### config.mk
export PLATFORM = sky130hd
export DESIGN_NAME = smiee_ctrl
export DESIGN_NICKNAME = d
export VERILOG_FILES = /design/src/rtl/smiee_pkg.sv /design/src/rtl/smiee_ctrl.sv
export SDC_FILE = /design/constraint.sdc
export NUM_CORES = 1
export LEC_CHECK = 0
export BUFFER_PORTS_ARGS = -buffer_cell sky130_fd_sc_hd__buf_2
export CORE_AREA = 3 3 40 42
export DETAILED_ROUTE_END_ITERATION = 10
export DIE_AREA = 0 0 43 45
export MAX_ROUTING_LAYER = met4
export PLACE_DENSITY_LB_ADDON = 0.12
export SYNTH_ARGS = -nofsm -noshare
export SYNTH_HDL_FRONTEND = slang
export SYNTH_SLANG_ARGS = --single-unit
### constraint.sdc
create_clock -name clk -period 1.8 [get_ports clk]
set_input_delay 0.09 -clock clk [delete_from_list [all_inputs] [get_ports clk]]
set_output_delay 0.09 -clock clk [all_outputs]
set_load 0.01 [all_outputs]
### src/rtl/smiee_pkg.sv
// Package for the management interrupt entry and exit controller
package smiee_pkg;

	// Synchroniser depth on the request pin
	localparam int unsigned SYNC_STAGES = 2;

	// Reset values
	localparam logic RST_REQ_N    = 1'b1;
	localparam logic RST_ACTIVE_N = 1'b1;

	// Session state
	typedef enum logic [1:0]
	{
		SMIEE_IDLE  = 2'b00,
		SMIEE_ENTER = 2'b01,
		SMIEE_MGMT  = 2'b10
	} smiee_state_e;

	// Core status presented by the execution pipeline
	typedef struct packed
	{
		logic instr_boundary;
		logic rep_iter_boundary;
		logic locked_cycle;
		logic resume_exec;
	} smiee_core_s;

	// Entry request, mode flag and external interrupt mask towards the core
	typedef struct packed
	{
		logic enter_mgmt;
		logic mgmt_mode;
		logic mask_ext_irq;
	} smiee_ctrl_s;

endpackage
### src/rtl/smiee_ctrl.sv
// Management interrupt request capture, entry and exit sequencing
//
// Behaviour
// RULE_01 - Falling edge of low-true request sets a pending flag held until serviced.
// RULE_02 - Pending request enters management mode only after current instruction finishes.
// RULE_03 - Request sampled at instruction boundaries and between repeat-string iterations.
// RULE_04 - Management request outranks every other external interrupt.
// RULE_05 - Never taken inside locked bus sequence or during an active session.
// RULE_06 - Second request falling during a session is recorded, not dropped.
// RULE_07 - Recorded second request is serviced only after the resume instruction.
// RULE_08 - Active output goes low at entry and stays low until resume executes.
// RULE_09 - Request pin is synchronised before edge detection; one set per edge.
`timescale 1ns/1ns
`default_nettype none

module smiee_ctrl
	import smiee_pkg::*;
(
	// Clock and reset
	input  wire logic                  clk,
	input  wire logic                  srst,
	// Request pin from power-management logic
	input  wire logic                  mgmt_irq_req_n,
	// Other external interrupt request from the interrupt controller
	input  wire logic                  ext_irq_req,
	// Core status
	input  wire smiee_pkg::smiee_core_s core_stat,
	// Core control
	output var  smiee_pkg::smiee_ctrl_s core_ctrl_ff,
	output var  logic                  ext_irq_take_ff,
	// Session indication pin
	output var  logic                  mgmt_session_active_n
);
	import smiee_pkg::*;

	// ------------------------------------------------------------
	// Request synchroniser and edge detect
	// ------------------------------------------------------------
	logic [SYNC_STAGES-1:0] req_sync_ff;
	logic                   req_prev_ff;
	logic                   req_fall;

	// RULE_09 synchronise first
	always_ff @(posedge clk)
	begin
		if (srst)
		begin
			req_sync_ff <= {SYNC_STAGES{RST_REQ_N}};
			req_prev_ff <= RST_REQ_N;
		end
		else
		begin
			req_sync_ff <= {req_sync_ff[SYNC_STAGES-2:0], mgmt_irq_req_n};
			req_prev_ff <= req_sync_ff[SYNC_STAGES-1];
		end
	end

	// RULE_01 falling edge
	assign req_fall = req_prev_ff & ~req_sync_ff[SYNC_STAGES-1];

	// ------------------------------------------------------------
	// Session state machine
	// ------------------------------------------------------------
	smiee_state_e state_ff;
	smiee_state_e nxt_state;
	logic         pend_ff;
	logic         pend2_ff;
	logic         take_ok;
	logic         take;
	logic         resume_from_mgmt;

	// RULE_02 boundary only
	// RULE_03 iteration boundaries too
	// RULE_05 no locked cycle
	assign take_ok = (core_stat.instr_boundary | core_stat.rep_iter_boundary)
		& ~core_stat.locked_cycle;
	// RULE_05 not during a session
	assign take = pend_ff & take_ok & (state_ff == SMIEE_IDLE);
	// RULE_07 resume in session
	assign resume_from_mgmt = (state_ff == SMIEE_MGMT) & core_stat.resume_exec;

	always_comb
	begin
		nxt_state = state_ff;
		case (state_ff)
			SMIEE_IDLE:
				if (take)
					nxt_state = SMIEE_ENTER;
			SMIEE_ENTER:
				nxt_state = SMIEE_MGMT;
			SMIEE_MGMT:
				if (core_stat.resume_exec)
					nxt_state = SMIEE_IDLE;
			default:
				nxt_state = SMIEE_IDLE;
		endcase
	end

	always_ff @(posedge clk)
	begin
		if (srst)
			state_ff <= SMIEE_IDLE;
		else
			state_ff <= nxt_state;
	end

	// ------------------------------------------------------------
	// Pending flags
	// ------------------------------------------------------------
	// RULE_01 hold pending; an edge in the take cycle stays pending
	always_ff @(posedge clk)
	begin
		if (srst)
			pend_ff <= 1'b0;
		// An edge in the resume cycle goes straight to pending
		else if (req_fall && (state_ff == SMIEE_IDLE || resume_from_mgmt))
			pend_ff <= 1'b1;
		// RULE_07 released into pending only after resume
		else if (resume_from_mgmt && pend2_ff)
			pend_ff <= 1'b1;
		else if (take)
			pend_ff <= 1'b0;
	end

	// RULE_06 record second request
	always_ff @(posedge clk)
	begin
		if (srst)
			pend2_ff <= 1'b0;
		else if (req_fall && state_ff != SMIEE_IDLE && !resume_from_mgmt)
			pend2_ff <= 1'b1;
		else if (resume_from_mgmt)
			pend2_ff <= 1'b0;
	end

	// ------------------------------------------------------------
	// Outputs
	// ------------------------------------------------------------
	// RULE_08 low from entry to resume
	always_ff @(posedge clk)
	begin
		if (srst)
			mgmt_session_active_n <= RST_ACTIVE_N;
		else if (take)
			mgmt_session_active_n <= 1'b0;
		else if (state_ff == SMIEE_MGMT && core_stat.resume_exec)
			mgmt_session_active_n <= 1'b1;
	end

	// RULE_04 management request wins
	always_ff @(posedge clk)
	begin
		if (srst)
		begin
			core_ctrl_ff    <= '0;
			ext_irq_take_ff <= 1'b0;
		end
		else
		begin
			core_ctrl_ff.enter_mgmt   <= take;
			core_ctrl_ff.mgmt_mode    <= (nxt_state != SMIEE_IDLE);
			core_ctrl_ff.mask_ext_irq <= pend_ff | (nxt_state != SMIEE_IDLE);
			ext_irq_take_ff <= ext_irq_req & core_stat.instr_boundary
				& ~core_stat.locked_cycle & ~pend_ff & ~take
				& (state_ff == SMIEE_IDLE);
		end
	end
endmodule

`default_nettype wire

==> impl_metrics.env <==
export IMPL_synthAdderAreaFrac_pct=0
export IMPL_clk_latency_ns=0.26
export IMPL_synth_simple_area_share_pct=20.78
export IMPL_ant_nets=0
export IMPL_finalHoldViolations=0
export IMPL_synthesis_nets=49
export IMPL_slew_headroom_pct=71.46
export IMPL_finClkSkew_ns=0.004709
export IMPL_clk_path_buf_depth=2
export IMPL_drive_above_1_share_pct=38.18
export IMPL_drcViolationCount=0
export IMPL_fin_cells=70
export IMPL_slew_viol_final=0
export IMPL_overflow=0
export IMPL_ir_drop_uv=325.6
export IMPL_dpl_cell_count=67
export IMPL_max_freq_mhz=864.1
export IMPL_syn_area_sq_um=415.4
export IMPL_crit_family="compound AO/OA/AOI/OAI gates"
export IMPL_rr_endpoint="pend_ff"
export IMPL_regToRegSetupSlack_ns=0.64
export IMPL_fin_crit_ns=1.157
export IMPL_postCtsResizedCells=0
export IMPL_hold_depth=2
export IMPL_antenna_cells=0
export IMPL_path_class="reg -> reg"
export IMPL_firstDrtPassIters=2
export IMPL_timing_rr_start="state_ff[1]"
export IMPL_fin_crit_sh_pct=64.29
export IMPL_nNetsFinal=65
export IMPL_root_buffer="clkbuf_4"
export IMPL_critPathMaxFanout=7
export IMPL_drt_iter0_markers=1
export IMPL_rr_worst_depth=3
export IMPL_setup_viol=0
export IMPL_synthToLayoutAreaGrowth_pct=23.49
export IMPL_grt_pass1_wl_um=1193
export IMPL_final_setup_tns_ns=0
export IMPL_hold_class="in -> reg"
export IMPL_cp_num_buf_inv=0
export IMPL_hpwlAfterDp_um=564.4
export IMPL_synth_xor_area_share_pct=0
export IMPL_totalWireLength_um=696
export IMPL_synth_top_area_cell="dfxtp_1"
export IMPL_tightest_slew_ns=0.4262
export IMPL_cts_tree="yes"
export IMPL_slowest_delay_ns=0.37
export IMPL_routabilityCongestion=0.7202
export IMPL_avgSynthCellArea_sq_um=10.13
export IMPL_cts_made_buffers=3
export IMPL_cts_sinks=12
export IMPL_grt_pass1_vias=310
export IMPL_yosys_area_top_type_share_pct=57.83
export IMPL_synth_yosys_seq_area_share_pct=57.83
export IMPL_status="finished, final reports clean"
export IMPL_rsz0062_at_grt="false"
export IMPL_core_area_sq_um=1285
export IMPL_leakage_nw=0.2286
export IMPL_postCtsSetupBuffers=0
export IMPL_grt_start_max_net_pins=12
export IMPL_path_depth=3
export IMPL_boundaryPins=13
export IMPL_cp_required_ns=1.96
export IMPL_io_buffer_count=12
export IMPL_antenna_found_initial=0
export IMPL_gr_usage_all_layers_pct=9.052
export IMPL_cts_hold_buf=0
export IMPL_synth_area_leaders="dfxtp_1 58%, nor2_1 4.5%, or2_2 4.5%"
export IMPL_endpoint_kind="register"
export IMPL_die_area_sq_um=1935
export IMPL_ys_warn_count=0
export IMPL_drv_cap=0
export IMPL_cp_data_arrival_time_ns=1.32
export IMPL_htree_levels=1
export IMPL_start_kind="register"
export IMPL_finalPower_mw=0.4618
export IMPL_crit_chain="nor3_2 > o211ai_1 > a31o_1"
export IMPL_slowest_stage="dfxtp_1"
export IMPL_syn_instance_count=41
export IMPL_synth_area_mux_share_pct=0
export IMPL_rows=13
export IMPL_synth_compound_area_share_pct=16.87
export IMPL_yosysUniqueCellTypes=18
export IMPL_synth_top_family_by_area="simple AND/OR/NAND/NOR gates"
export IMPL_ys_ff_latch=12
export IMPL_die_w_um=43
export IMPL_wl_per_cell_um=9.943
export IMPL_hold_start="mgmt_irq_req_n"
export IMPL_die_h_um=45
export IMPL_start_util_pct=32.33
export IMPL_path_clk_slew_ns=0.07
export IMPL_hold_end="req_sync_ff[0]"
export IMPL_vias_per_cell=4.457
export IMPL_via_count=312
export IMPL_p_per_area_nw_per_um2=900.3
-- cell type report --
type                    count  area [sq um]
flip-flops and latches     12         240.2
clock buffers               3         22.52
multi-input cells          24         156.4
fillers                   145         772.0
well taps                  15         18.77
inverters                   4         15.01
repair buffers             12         60.06
-- worst max path at each step --
stage                startpoint       to  slack [ns]
finish              state_ff[1]  pend_ff        0.64
global route        state_ff[1]  pend_ff        0.54
CTS                 state_ff[1]  pend_ff        0.62
detailed placement  state_ff[1]  pend_ff        0.61
global placement    state_ff[1]  pend_ff        0.62
floorplan           state_ff[1]  pend_ff        0.77
-- cell usage after synthesis --
cell type  count
nor2b_1        2
a31o_1         1
and4_1         1
o211ai_1       1
nor2_1         5
a21bo_2        1
o21ai_0        3
nor3b_1        1
or2_2          3
a2111oi_2      1
dfxtp_1       12
nor3_2         1
a31oi_1        1
nand2_1        1
o21a_1         1
nand2b_1       1
inv_1          4
clkbuf_1       1
-- placed cells by master (no fill, tap or decap) --
cell       netlist  final
a2111oi_2        1      1
a21bo_2          1      1
a31o_1           1      1
a31oi_1          1      1
and4_1           1      1
buf_2            0     12
clkbuf_4         0      3
dfxtp_1         12     12
inv_1            4      4
nand2_1          1      1
nand2b_1         1      1
nor2_1           5      5
nor2b_1          2      2
nor3_2           1      1
nor3b_1          1      1
o211ai_1         1      1
o21a_1           1      1
o21ai_0          3      3
or2_2            3      3
-- sequential cells by signal (all words and copies together), names as in the netlist --
signal,count
mgmt_session_active_n,1
req_sync_ff,2
state_ff,2
req_prev_ff,1
pend_ff,1
core_ctrl_ff,3
ext_irq_take_ff,1
pend2_ff,1
-- power breakdown --
part / leakage (nW) / internal (mW) / switching (mW) / total [mW]
logic: 0.117 / 0.0157 / 0.0147 / 0.0304
registers: 0.0978 / 0.274 / 0.00420 / 0.278
clock network: 0.0138 / 0.0771 / 0.0762 / 0.153
-- metrics by stage --
step,hold WS (ns),utilization (%),instance area [sq um],setup WS (ns)
4_1_cts,0.002753,39.92,513.0,0.6157
6_report,0.006839,39.92,513.0,0.6427
2_1_floorplan,0.1938,-,415.4,0.7696
3_3_place_gp,0.2756,38.17,490.5,0.6183
5_1_grt,0.01418,39.92,513.0,0.5373
3_5_place_dp,0.2796,38.17,490.5,0.6119
-- worst register-to-register path: stages (launching register included) --
cell,delay (ns)
dfxtp_1,0.37
nor3_2,0.21
o211ai_1,0.22
a31o_1,0.27
-- cells by family (layout without fill, tap and decap cells) --
group           Yosys count  in the layout
simple gates             15             15
flops                    12             12
compound gates            9              9
buf+inv                   5             19
-- layer usage --
metal	global-route usage [%]	routed length [um]	vias up
met5	-	0	-
met2	14.07	322	9
met3	3.586	45	2
met4	7.229	5	0
li1	-	-	165
met1	9.046	323	136
Note: power is estimated with default switching activity, not from simulation.
